--- src/servo_spindle_pkg.sv ---
// Constants shared by the servo and spindle control logic.
// Assumes a single 50 MHz clock and synchronous inputs.
package servo_spindle_pkg;
  localparam int unsigned CLK_HZ           = 50_000_000;
  localparam int unsigned REF_PERIOD_US    = 8333;
  localparam int unsigned REF_PERIOD_CYC   = REF_PERIOD_US * (CLK_HZ / 1_000_000);
  localparam int unsigned SIXTH_CYC        = REF_PERIOD_CYC / 6;
  localparam int unsigned SAMPLE_US        = 115;
  localparam int unsigned SAMPLE_CYC       = SAMPLE_US * (CLK_HZ / 1_000_000);
  localparam int unsigned START_TIMEOUT_MS = 500;
  localparam int unsigned START_TIMEOUT_CYC = START_TIMEOUT_MS * (CLK_HZ / 1000);
  localparam int unsigned CHARGE_MS        = 20;
  localparam int unsigned CHARGE_CYC       = CHARGE_MS * (CLK_HZ / 1000);
  localparam int unsigned K_SCALE          = 1;
  localparam int unsigned PHASES_PER_REV   = 6;
  localparam logic [15:0] PRESS_CURRENT    = 16'h0010;
  localparam logic [15:0] OUT_CURRENT      = 16'hFF00;
  localparam logic [15:0] CREEP_CURRENT    = 16'hFFF0;
  localparam logic [15:0] REF_CYLINDER     = 16'h0010;
  localparam int unsigned GAIN_SHIFT       = 2;
  localparam int unsigned ADDR_BITS        = 16;
  localparam int unsigned BURST_COUNT      = 4;
endpackage : servo_spindle_pkg

--- src/disk_servo_spindle_control.sv ---
// Servo frame decoding, actuator positioning and spindle speed control.
// Assumes servo bit stream, burst levels and phase feedback arrive synchronous to ref_clk.
//
// What this block does
// - Servo mark times address and burst demodulation
// - Preamble locks phase; sector mark after address
// - Gray address with index converts to binary
// - On track, first burst equals second burst
// - Sample at fixed interval, update coil once
// - Power-up: press, outward, creep, follow reference
// - Seek drives position error, shifted by GAIN_SHIFT, into converter
// - Following filters position error with compensation
// - Spindle goes start, accelerate, stable
// - Charge capacitor before commanding motor start
// - Start timeout resets driver; pulse advances
// - Accelerate without commutation to rated speed
// - Stable mode measures period against reference
// - Fast discharges, slow charges, scaled duration
// - Correction once per sixth revolution
module disk_servo_spindle_control
  import servo_spindle_pkg::*;
(
  input  wire logic        ref_clk,
  input  wire logic        rstn,
  input  wire logic        preamble_seen,
  input  wire logic        address_servo_mark,
  input  wire logic        sector_servo_mark,
  input  wire logic        gray_bit,
  input  wire logic        gray_bit_valid,
  input  wire logic [15:0] position_bursts [BURST_COUNT],
  input  wire logic        bursts_valid,
  input  wire logic        seek_req,
  input  wire logic [15:0] seek_target,
  input  wire logic        phase_feedback,
  input  wire logic [31:0] ref_period,
  input  wire logic [31:0] start_timeout,
  input  wire logic [7:0]  scale_k,
  output logic             pll_lock_en,
  output logic             demod_gate,
  output logic [15:0]      cylinder,
  output logic             index_bit,
  output logic [15:0]      actuator_coil,
  output logic             coil_update,
  output logic             on_track,
  output logic             spindle_driver_reset,
  output logic             spindle_driver_charge,
  output logic             spindle_driver_discharge,
  output logic             spindle_driver_start,
  output logic             spindle_driver_commutate,
  output logic             spindle_stable
);

  //////////////////////////////////////////////////////////////////////////////
  // Servo frame decode.

  function automatic logic [15:0] gray_to_bin(input logic [15:0] g);
    logic [15:0] b;
    b[15] = g[15];
    for (int i = 14; i >= 0; i--)
      b[i] = b[i+1] ^ g[i];
    return b;
  endfunction : gray_to_bin

  logic        asm_found;
  logic [15:0] gray_shift;
  logic [4:0]  gray_count;

  always_ff @(posedge ref_clk or negedge rstn)
  begin
    if (!rstn)
    begin
      asm_found   <= 1'b0;
      pll_lock_en <= 1'b0;
      demod_gate  <= 1'b0;
    end
    else
    begin
      pll_lock_en <= preamble_seen;
      if (address_servo_mark)
        asm_found <= 1'b1;
      else if (sector_servo_mark && asm_found)
        asm_found <= 1'b0;
      if (sector_servo_mark && asm_found)
        demod_gate <= 1'b1;
      else if (bursts_valid)
        demod_gate <= 1'b0;
    end
  end

  always_ff @(posedge ref_clk or negedge rstn)
  begin
    if (!rstn)
    begin
      gray_shift <= '0;
      gray_count <= '0;
      cylinder   <= '0;
      index_bit  <= 1'b0;
    end
    else if (!demod_gate)
      gray_count <= '0;
    else if (gray_bit_valid && gray_count <= 5'd16)
    begin
      gray_shift <= {gray_shift[14:0], gray_bit};
      gray_count <= gray_count + 5'd1;
      if (gray_count == 5'd16)
      begin
        index_bit <= gray_shift[15];
        cylinder  <= gray_to_bin({gray_shift[14:0], gray_bit});
      end
    end
  end

  //////////////////////////////////////////////////////////////////////////////
  // Actuator loop.

  typedef enum logic [4:0] {
    ACT_PRESS  = 5'b00001,
    ACT_OUT    = 5'b00010,
    ACT_CREEP  = 5'b00100,
    ACT_SEEK   = 5'b01000,
    ACT_FOLLOW = 5'b10000
  } act_state_t;

  act_state_t          act_state;
  logic [15:0]         target;
  logic [15:0]         sample_count;
  logic                sample_tick;
  logic signed [16:0]  pos_err;
  logic signed [16:0]  burst_err;
  logic signed [16:0]  prev_err;
  logic [15:0]         press_count;

  assign sample_tick = (sample_count == 16'(SAMPLE_CYC - 1));
  assign pos_err     = $signed({1'b0, target}) - $signed({1'b0, cylinder});
  assign burst_err   = $signed({1'b0, position_bursts[0]})
                     - $signed({1'b0, position_bursts[1]});

  always_ff @(posedge ref_clk or negedge rstn)
  begin
    if (!rstn)
      sample_count <= '0;
    else
      sample_count <= sample_tick ? 16'h0000 : sample_count + 16'h0001;
  end

  always_ff @(posedge ref_clk or negedge rstn)
  begin
    if (!rstn)
    begin
      act_state     <= ACT_PRESS;
      actuator_coil <= '0;
      coil_update   <= 1'b0;
      on_track      <= 1'b0;
      target        <= REF_CYLINDER;
      prev_err      <= '0;
      press_count   <= '0;
    end
    else
    begin
      coil_update <= sample_tick;
      if (seek_req && act_state == ACT_FOLLOW)
      begin
        target    <= seek_target;
        act_state <= ACT_SEEK;
        on_track  <= 1'b0;
      end
      else if (sample_tick)
      begin
        case (act_state)
          ACT_PRESS:
          begin
            actuator_coil <= PRESS_CURRENT;
            press_count   <= press_count + 16'h0001;
            if (press_count == 16'h00FF)
              act_state <= ACT_OUT;
          end
          ACT_OUT:
          begin
            actuator_coil <= OUT_CURRENT;
            if (asm_found)
              act_state <= ACT_CREEP;
          end
          ACT_CREEP:
          begin
            actuator_coil <= CREEP_CURRENT;
            if (cylinder == REF_CYLINDER)
              act_state <= ACT_FOLLOW;
          end
          ACT_SEEK:
          begin
            actuator_coil <= 16'(pos_err <<< GAIN_SHIFT);
            if (pos_err == 17'sd0)
              act_state <= ACT_FOLLOW;
          end
          ACT_FOLLOW:
          begin
            // Proportional plus difference term: a minimal lead compensator.
            actuator_coil <= 16'(pos_err + burst_err + (burst_err - prev_err));
            prev_err      <= burst_err;
            on_track      <= (pos_err == 17'sd0) && (burst_err == 17'sd0);
          end
          default: act_state <= ACT_PRESS;
        endcase
      end
    end
  end

  //////////////////////////////////////////////////////////////////////////////
  // Spindle control.

  typedef enum logic [3:0] {
    SP_CHARGE = 4'b0001,
    SP_START  = 4'b0010,
    SP_ACCEL  = 4'b0100,
    SP_STABLE = 4'b1000
  } sp_state_t;

  sp_state_t   sp_state;
  logic [31:0] sp_timer;
  logic [31:0] rev_count;
  logic [31:0] rev_period;
  logic [31:0] pump_time;
  logic        phase_q;
  logic        phase_pulse;
  logic [31:0] period_diff;

  assign phase_pulse = phase_feedback && !phase_q;
  assign period_diff = (rev_period > ref_period) ? rev_period - ref_period
                                                 : ref_period - rev_period;

  always_ff @(posedge ref_clk or negedge rstn)
  begin
    if (!rstn)
    begin
      phase_q     <= 1'b0;
      rev_count   <= '0;
      rev_period  <= '0;
    end
    else
    begin
      phase_q   <= phase_feedback;
      rev_count <= rev_count + 32'd1;
      if (phase_pulse)
      begin
        // Six phase pulses span a revolution; scale one interval up for the period.
        rev_period  <= rev_count * 32'(PHASES_PER_REV);
        rev_count   <= '0;
      end
    end
  end

  always_ff @(posedge ref_clk or negedge rstn)
  begin
    if (!rstn)
    begin
      sp_state                 <= SP_CHARGE;
      sp_timer                 <= '0;
      pump_time                <= '0;
      spindle_driver_reset     <= 1'b1;
      spindle_driver_charge    <= 1'b0;
      spindle_driver_discharge <= 1'b0;
      spindle_driver_start     <= 1'b0;
      spindle_driver_commutate <= 1'b0;
      spindle_stable           <= 1'b0;
    end
    else
    begin
      spindle_driver_reset <= 1'b0;
      case (sp_state)
        SP_CHARGE:
        begin
          spindle_driver_charge <= 1'b1;
          sp_timer              <= sp_timer + 32'd1;
          if (sp_timer == 32'(CHARGE_CYC - 1))
          begin
            spindle_driver_charge    <= 1'b0;
            spindle_driver_start     <= 1'b1;
            spindle_driver_commutate <= 1'b1;
            sp_timer                 <= '0;
            sp_state                 <= SP_START;
          end
        end
        SP_START:
        begin
          sp_timer <= sp_timer + 32'd1;
          if (phase_pulse)
          begin
            spindle_driver_commutate <= 1'b0;
            sp_state                 <= SP_ACCEL;
          end
          else if (sp_timer >= start_timeout)
          begin
            spindle_driver_reset <= 1'b1;
            spindle_driver_start <= 1'b0;
            spindle_driver_commutate <= 1'b0;
            sp_timer             <= '0;
            sp_state             <= SP_CHARGE;
          end
        end
        SP_ACCEL:
        begin
          spindle_driver_charge <= 1'b1;
          // A zero period means no full revolution measured yet.
          if (rev_period != 32'd0 && rev_period <= ref_period && phase_pulse)
          begin
            spindle_driver_charge <= 1'b0;
            spindle_stable        <= 1'b1;
            sp_state              <= SP_STABLE;
          end
        end
        SP_STABLE:
        begin
          if (phase_pulse)
          begin
            pump_time                <= period_diff * 32'(scale_k);
            spindle_driver_discharge <= rev_period < ref_period;
            spindle_driver_charge    <= rev_period > ref_period;
          end
          else if (pump_time != 32'd0)
            pump_time <= pump_time - 32'd1;
          else
          begin
            spindle_driver_discharge <= 1'b0;
            spindle_driver_charge    <= 1'b0;
          end
        end
        default: sp_state <= SP_CHARGE;
      endcase
    end
  end

endmodule : disk_servo_spindle_control

--- config.mk ---
export PLATFORM = sky130hd
export DESIGN_NAME = disk_servo_spindle_control
export DESIGN_NICKNAME = d
export VERILOG_FILES = /design/src/servo_spindle_pkg.sv /design/src/disk_servo_spindle_control.sv
export SDC_FILE = /design/constraint.sdc
export NUM_CORES = 1
export LEC_CHECK = 0
export BUFFER_PORTS_ARGS = -buffer_cell sky130_fd_sc_hd__buf_2
export CORE_MARGIN = 8
export CORE_UTILIZATION = 50
export CTS_BUF_LIST = sky130_fd_sc_hd__clkbuf_16
export DETAILED_ROUTE_END_ITERATION = 10
export MAX_ROUTING_LAYER = met4
export PLACE_DENSITY = 0.67
export SLEW_MARGIN = 40
export SYNTH_ARGS = -nofsm -noshare
export SYNTH_HDL_FRONTEND = slang
export SYNTH_SLANG_ARGS = --single-unit
--- constraint.sdc ---
create_clock -name ref_clk -period 14.9 [get_ports ref_clk]
set_clock_uncertainty 0.2 [all_clocks]
set_input_delay 2.98 -clock ref_clk [delete_from_list [all_inputs] [get_ports ref_clk]]
set_output_delay 2.98 -clock ref_clk [all_outputs]
set_load 0.02 [all_outputs]
Word-level counts from Yosys, hierarchy flattened
Cells that the tools add are included.
{ "classes": {"n_addsub": 13, "mul": 2, "order_cmp": 5, "n_eq_ne": 27, "n_mux": 46, "bitwise": 17, "reduce_logical": 34} }
{ "ops": {"columns": ["operator", "count"], "rows": [
  ["$mux W32", 7],
  ["$pmux W16 S5", 1],
  ["$add A32 B1 Y32 const B", 2],
  ["$pmux W32 S2", 1],
  ["$reduce_bool A32 Y1", 2],
  ["$sub A32 B32 Y32", 2],
  ["$mux W5", 8],
  ["$logic_not A17 Y1", 2],
  ["$sub A16 B16 Y17", 2],
  ["$add A16 B1 Y16 const B", 2],
  ["$add A16 B16 Y16", 2],
  ["$eq A32 B20 Y1 const B", 1],
  ["$ge A32 B32 Y1", 1],
  ["$gt A32 B32 Y1", 1],
  ["$le A32 B32 Y1", 1],
  ["$lt A32 B32 Y1", 1],
  ["$mul A32 B2 Y31 const B", 1],
  ["$mul A32 B8 Y32", 1],
  ["$sub A32 B1 Y32 const B", 1],
  ["$pmux W5 S5", 1],
  ["$mux W1", 19],
  ["$ne A3 B3 Y1 const B", 6],
  ["$eq A16 B13 Y1 const B", 1],
  ["$eq A16 B5 Y1 const B", 1],
  ["other kinds (31)", 77]
]} }
{ "totals": {"regBits": 266, "input_bits": 162, "out_inout_bits": 43} }

Depth between registers and ports, before layout
Gate-level depths: netlist (run 1).
{ "logic_depth": {"depth_word": 15, "mapped_depth": 38} }

Least setup slack after synthesis (run 1)
Ideal clock, no wire load.
{ "synth_timing": {"path_type": "input port to flip-flop", "from": "in ref_period[0]", "to": "reg pump_time[28]", "setup_time_ns": 0.129, "t_arrival_ns": 10.547, "required_ns": 14.571, "path_slack_ns": 4.025, "stages": 33, "n_path_buf": 5, "cell_sequence": "clkbuf_1 -> inv_1 -> fa_1 -> a211oi_1 -> o21ai_1 -> a21oi_1 -> a211o_1 -> a21o_1 -> buf_6 -> buf_2 -> buf_1 -> buf_1 -> nor2_1 -> a21oi_1 -> xnor2_1 -> and2_1 -> fa_1 -> fa_1 -> fa_1 -> inv_1 -> fa_1 -> inv_1 -> ha_1 -> a21o_1 -> a21oi_1 -> a21oi_1 -> a31oi_1 -> nand3_1 -> a41o_1 -> a2111oi_0 -> nor3_1 -> a221oi_1 -> o21ai_0"} }
{ "synth_via": {"elab_chain_cells": 4} }
{ "synth_rtl": {"columns": ["element", "line", "rtl"], "rows": [
  ["start, declared", "disk_servo_spindle_control.sv:35", "input wire logic [31:0] ref_period,"],
  ["$sub A32 B32 Y32 (tied with other cells)", "disk_servo_spindle_control.sv:229", ": ref_period - rev_period;"],
  ["$mux W32 *", "disk_servo_spindle_control.sv:228", "assign period_diff = (rev_period > ref_period) ? rev_period - ref_period"],
  ["$mul A32 B8 Y32 *", "disk_servo_spindle_control.sv:315", "pump_time <= period_diff * 32'(scale_k);"],
  ["$mux W32 *", "disk_servo_spindle_control.sv:313", "if (phase_pulse)"],
  ["end signal, assigned", "disk_servo_spindle_control.sv:315", null],
  ["end signal, assigned", "disk_servo_spindle_control.sv:320", "pump_time <= pump_time - 32'd1;"],
  ["end, declared", "disk_servo_spindle_control.sv:222", "logic [31:0] pump_time;"]
]} }
Mark *: on every way between the ends. The rest lies on a longest branch, timed or not.
A chain may end at the register's enable or synchronous reset.

Final worst setup path (run 1)
{ "layout_timing": {"from": "in ref_period[0]", "to": "reg pump_time[31]"} }
Same word-level chain as after synthesis.

==> metrics.txt, run 1 <==
crit-path max cell delay 0.63 ns; Post-CTS Setup Inserts 0; hold path startpoint spindle_stable; Max H-tree Level 1; Starting Density 50.7%; Clk pin slew, worst setup/hold paths 0.06 ns; vias in the first global route 22.1k; Buffers on Ports 172; CP delay by family, top compound AO/OA/AOI/OAI gates; Syn Inst Count 3121; sum of negative setup slack 0 ns; Nets 3793; total track usage 22.0%; r2r setup slk between 5 and 6 ns; TritonCTS buffer count 31; Worst Reg-to-Reg Cells 31; antenna violations before repair 5; Setup Viol. Count Final 0; DR vias 22.1k; Max VDD drop 0.357 mV; hold-critical path depth 1; RSZ-0062 raised after global routing false; Tot Pwr 5.74 mW; Non-Filler Instances between 3k and 4k; Clock Root Buffer clkbuf_16; Synth Net Count ~3.7k; R2R Path Start rev_period[19]; P per Cell Area approximately 200 nW/um^2; syn_area_per_cell ~8.5 sq um; Worst setup EP type flip-flop; first-pass GRT wire length 110000 um; Worst-Margin Slew 0.882 ns; Worst Path Buf+Inv 5; Post-synth top flop dfrtp_1; final hold vios 0; Worst Hold End spindle_stable; hold buffers post-CTS 0; 1st-iter DRT viols 1422; Vias per Instance ~5.6; layout cell share with drive strength beyond 1 10.1%; Clock Sinks 265; Post-synth EDFFs 0; sequential area share after synthesis approximately 25%; CTS tree done; Tcrit/Tclk final 76.9%; WS Path Type in -> reg; Yosys cell types 80; Required @ worst endpoint 15.14 ns; area of the die 61000 sq um; DPL Wire Length roughly 52000 um; commonest cells after routing, fill and taps aside 380 x inv_1, 283 x nand2_1, 261 x dfrtp_1; Synth async-reset ratio 100%; largest net degree at the start of global routing 76; row count 84; Final Max Slew Viols 0; Die Span Y 247 um; Yosys Warn Count 0; WL per Instance 16.9 um; slew margin rel. 39.6%; min Tclk post-route 11.46 ns; area grow syn2layout 9.59%; Syn Std Cell Area 26700 sq um; die width between 200 and 250 um; Remaining Overflow, GRT 0; I/O pins a little over 200; Reg-to-Reg End pump_time[31]; startpoint types input port; post-synthesis register bit count about 270; commonest non-fill, non-tap cell in the layout inv_1; status finished clean; 1st-pass router iterations 5; GP Congestion about 0.9; Leakage 14.0 nW; top achievable clock speed between 80 and 90 MHz; Clock Path Buffers 3; Worst setup startpoint ref_period[0]; placed instance count 3893; Max-cap violations 0; PostCTS Resize Cnt 0; Clk Latency, worst-skew pair between 0.5 and 0.6 ns; post-route ant nets 0; total wire length 66600 um; CP max-delay cell xnor2_1; CP max FO 18; Arr. time, crit path 11.70 ns; Hold Crit Class reg -> reg; post-layout util a little under three fifths; Std-Cell Core Area roughly 53000 sq um; hold_ws 0.270 ns; DR DRC count 0
[stage by stage]
stage,setup WS [ns],cell area [sq um]
floorplan,4.02,26700
global placement,2.94,28100
detailed placement,2.90,28100
CTS,3.52,29200
global route,2.86,29200
finish,3.44,29200
[worst max path at each step]
stage | endpoint | slack, ns | cells after the start
after global placement | pump_time[31] | 2.94 | 33
final | pump_time[31] | 3.44 | 33
after detailed placement | pump_time[31] | 2.90 | 33
after floorplan | pump_time[28] | 4.02 | 33
after CTS | pump_time[31] | 3.52 | 33
after global routing | pump_time[28] | 2.86 | 30
[state kept, by name, summed over array words and instances, names as in the netlist, 31 cells and up]
name        cells
sp_timer       32
pump_time      32
rev_period     31
rev_count      31
[routing by layer]
layer | track usage (%) | vias to the layer above | part of all wire (%)
met1 | 28.2 | 10705 | 45
met4 | 6.01 | 0 | 2.7
li1 | - | 10765 | -
met2 | 36.2 | 529 | 48
met3 | 3.09 | 110 | 4.7
met5 | - | - | 0
[logic make-up after synthesis]
kind of cell	count (synthesis)	synth area share [%]
and+or+nand+nor	1027	19.2
DFF	265	24.9
muxes	60	2.49
buffers and inverters	481	6.93
xor gates and xnor gates	207	7.16
AOI/OAI and AO/OA	688	15.9
adders and majority gates	393	23.4
[synthesized netlist by cell type, types with 31 or more instances]
| cell type | instances | area share [%] |
|---|---|---|
| xor2_1 | 84 | 2.8 |
| nand2b_1 | 33 | 0.77 |
| nor4_1 | 31 | 0.73 |
| nor2_1 | 214 | 3.0 |
| nor3_1 | 47 | 0.88 |
| a21oi_1 | 191 | 3.6 |
| a21o_1 | 66 | 1.9 |
| fa_1 | 176 | 13 |
| nand4_1 | 32 | 0.75 |
| mux2_2 | 51 | 2.2 |
| dfrtp_1 | 261 | 24 |
| xnor2_1 | 116 | 3.8 |
| o211ai_1 | 32 | 0.90 |
| and2_1 | 159 | 3.7 |
| nand3_1 | 66 | 1.2 |
| nand2_1 | 284 | 4.0 |
| ha_1 | 217 | 10 |
| clkbuf_1 | 76 | 1.1 |
| nor2b_1 | 77 | 1.8 |
| o21ai_0 | 196 | 3.7 |
| inv_1 | 375 | 5.3 |
[cell type report]
class,count,area (sq um)
diodes,6,15.0
clock buffers,31,776
clock inverters,23,275
fillers,4757,23400
inverters,375,1410
multi-input cells,2375,18200
flip-flops and latches,265,6640
well taps,688,861
repair buffers,190,1020
[report_power, final]
part / total (mW) / switching [mW] / internal [mW]
logic: 4.14 / 2.34 / 1.80
clock network: 0.793 / 0.314 / 0.479
registers: 0.813 / 0.0478 / 0.765
total: 5.74 / 2.70 / 3.04
Note: power is estimated with default switching activity, not from simulation.
==> run 2, diff against run 1 <==
--- a/config.mk
+++ b/config.mk
@@ -11,7 +11,7 @@
 export CTS_BUF_LIST = sky130_fd_sc_hd__clkbuf_16
 export DETAILED_ROUTE_END_ITERATION = 10
 export MAX_ROUTING_LAYER = met4
-export PLACE_DENSITY = 0.67
+export PLACE_DENSITY = 0.7
 export SLEW_MARGIN = 40
 export SYNTH_ARGS = -nofsm -noshare
 export SYNTH_HDL_FRONTEND = slang
==> constraint.sdc (replaced) <==
create_clock -name ref_clk -period 9.9 [get_ports ref_clk]
set_clock_uncertainty 0.2 [all_clocks]
set_input_delay 1.98 -clock ref_clk [delete_from_list [all_inputs] [get_ports ref_clk]]
set_output_delay 1.98 -clock ref_clk [all_outputs]
set_load 0.02 [all_outputs]
==> metrics.txt, run 2 (synthesis gave the netlist of run 1 again) <==
Starting Density 50.7%; GP Congestion 0.929; Max H-tree Level 1; largest registers pump_time x32, sp_timer x32; DR vias around 23k; slew margin rel. between 40% and 50%; worst setup margin 0.563 ns; area grow syn2layout 12.9%; Buffers on Ports about 170; Final Max Slew Viols 0; dpl ws -0.119 ns; Fill cells 4676; row count between 80 and 90; layout cell share with drive strength beyond 1 about an eighth; Clk Latency, worst-skew pair 0.60 ns; TritonCTS buffer count 30; I/O pins 205; met3 WL post-DR 2810 um; Worst-Margin Slew between 0.7 and 0.8 ns; Max-cap violations 0; Clk pin slew, worst setup/hold paths 0.06 ns; top achievable clock speed 107 MHz; CP max-delay cell fa_1; commonest cells after routing, fill and taps aside 379 x inv_1, 283 x nand2_1, 261 x dfrtp_1; 1st-iter DRT viols 1423; metal2 WL 34200 um; DR DRC count 0; 1st-pass router iterations 5; Tot Pwr 9.13 mW; startpoint types input port; Setup Viol. Count Final 0; Worst path most repeated cell fa_1; die width ~250 um; multi-input logic area 18300 sq um; post-route ant nets 0; placed instance count approximately 4k; area of the die between 60000 and 70000 sq um; total track usage a little under a quarter; sum of negative setup slack 0 ns; first-pass GRT wire length 115000 um; total wire length 69300 um; Metal-1 WL 30800 um; Leakage 14.6 nW; DPL Wire Length approximately 55000 um; Clock Path Buffers 3; Die Span Y approximately 250 um; Clock Root Buffer clkbuf_16; Clock Sinks 265; register area about 6600 sq um; Hold Crit Class reg -> reg; Std-Cell Core Area 52700 sq um; Non-Filler Instances 4069; Worst setup EP type flip-flop; Post-CTS Setup Inserts 0; P per Cell Area ~300 nW/um^2; WL per Instance between 15 and 20 um; CP max FO 16; Vias per Instance 5.53; CTS tree done; Remaining Overflow, GRT 0; post-layout util 57.2%; max layer used met4; antenna violations before repair 4; crit-path max cell delay roughly 0.54 ns; final hold vios 0; WS Path Type in -> reg; vias in the first global route 23.2k; largest net degree at the start of global routing 98; min Tclk post-route 9.34 ns; status finished clean; RSZ-0062 raised after global routing false; Max VDD drop 0.456 mV; Required @ worst endpoint between 10 and 15 ns; Nets 3909; commonest non-fill, non-tap cell in the layout inv_1; Arr. time, crit path 9.60 ns; Tcrit/Tclk final 94.3%
==> run 2: cell count changes in the layout (fill, tap and decap cells not counted), sizes merged <==
| cell | delta |
|---|---|
| buf | +117 |
| bufinv | -1 |
| clkbuf | -1 |
| clkinv | +10 |
| clkinvlp | -3 |
| diode | -3 |
| inv | -3 |
==> run 2: cell type report <==
cell class	count	area share, %
timing repair buffer	307	6.33
sequential	265	22.0
clock inverter	26	0.926
inverter	375	4.67
antenna	3	0.0249
multi-input combinational	2375	60.7
tap	688	2.86
clock buffer	30	2.49
==> run 2: through the flow <==
step                      cell area [sq um]  hold WS (ns)
after floorplan                       26700         0.237
after global placement                29000         0.251
after detailed placement              29000         0.255
after global routing                  30100         0.288
final                                 30100         0.269
after CTS                             30100         0.267
==> run 2: worst paths after layout <==
check	slack (ns)	start	cells past startpoint	endpoint
worst min-delay path	0.27	sample_count[15]	1	sample_count[15]
worst max register to register	1.66	rev_period[27]	29	pump_time[28]
max in group asynchronous	7.05	rstn	3	prev_err[10]
worst min register to register	0.27	sample_count[15]	1	sample_count[15]
worst max-delay path	0.56	ref_period[19]	31	pump_time[28]
min in group asynchronous	1.06	rstn	1	pump_time[29]
==> run 2: what timing repair did <==
action,in CTS,in global routing
resized for setup,0,2
endpoints found under the hold margin,0,0
hold buffers,0,0
endpoints found under the setup margin,0,3
==> run 2: where the power goes <==
| part | total (mW) | internal (mW) | leakage, nW | switching [mW] |
|---|---|---|---|---|
| Clock | 1.16 | 0.683 | 0.512 | 0.478 |
| Combinational | 6.74 | 3.14 | 10.7 | 3.60 |
| Sequential | 1.23 | 1.15 | 3.39 | 0.0754 |
==> run 2: per-layer routing <==
metal	global-route usage, %	vias to the layer above
met5	-	-
li1	-	11000
met1	29.3	10932
met2	39.3	491
met3	2.62	98
met4	5.56	0
==> run 2: worst max-delay path, delay by kind of cell <==
kind            cells  cell delay [ns]
fa+ha+maj           6             2.75
buf+inv             7             0.89
compound gates     12             2.91
mux                 1             0.33
simple gates        4             0.45
xor+xnor            1             0.28
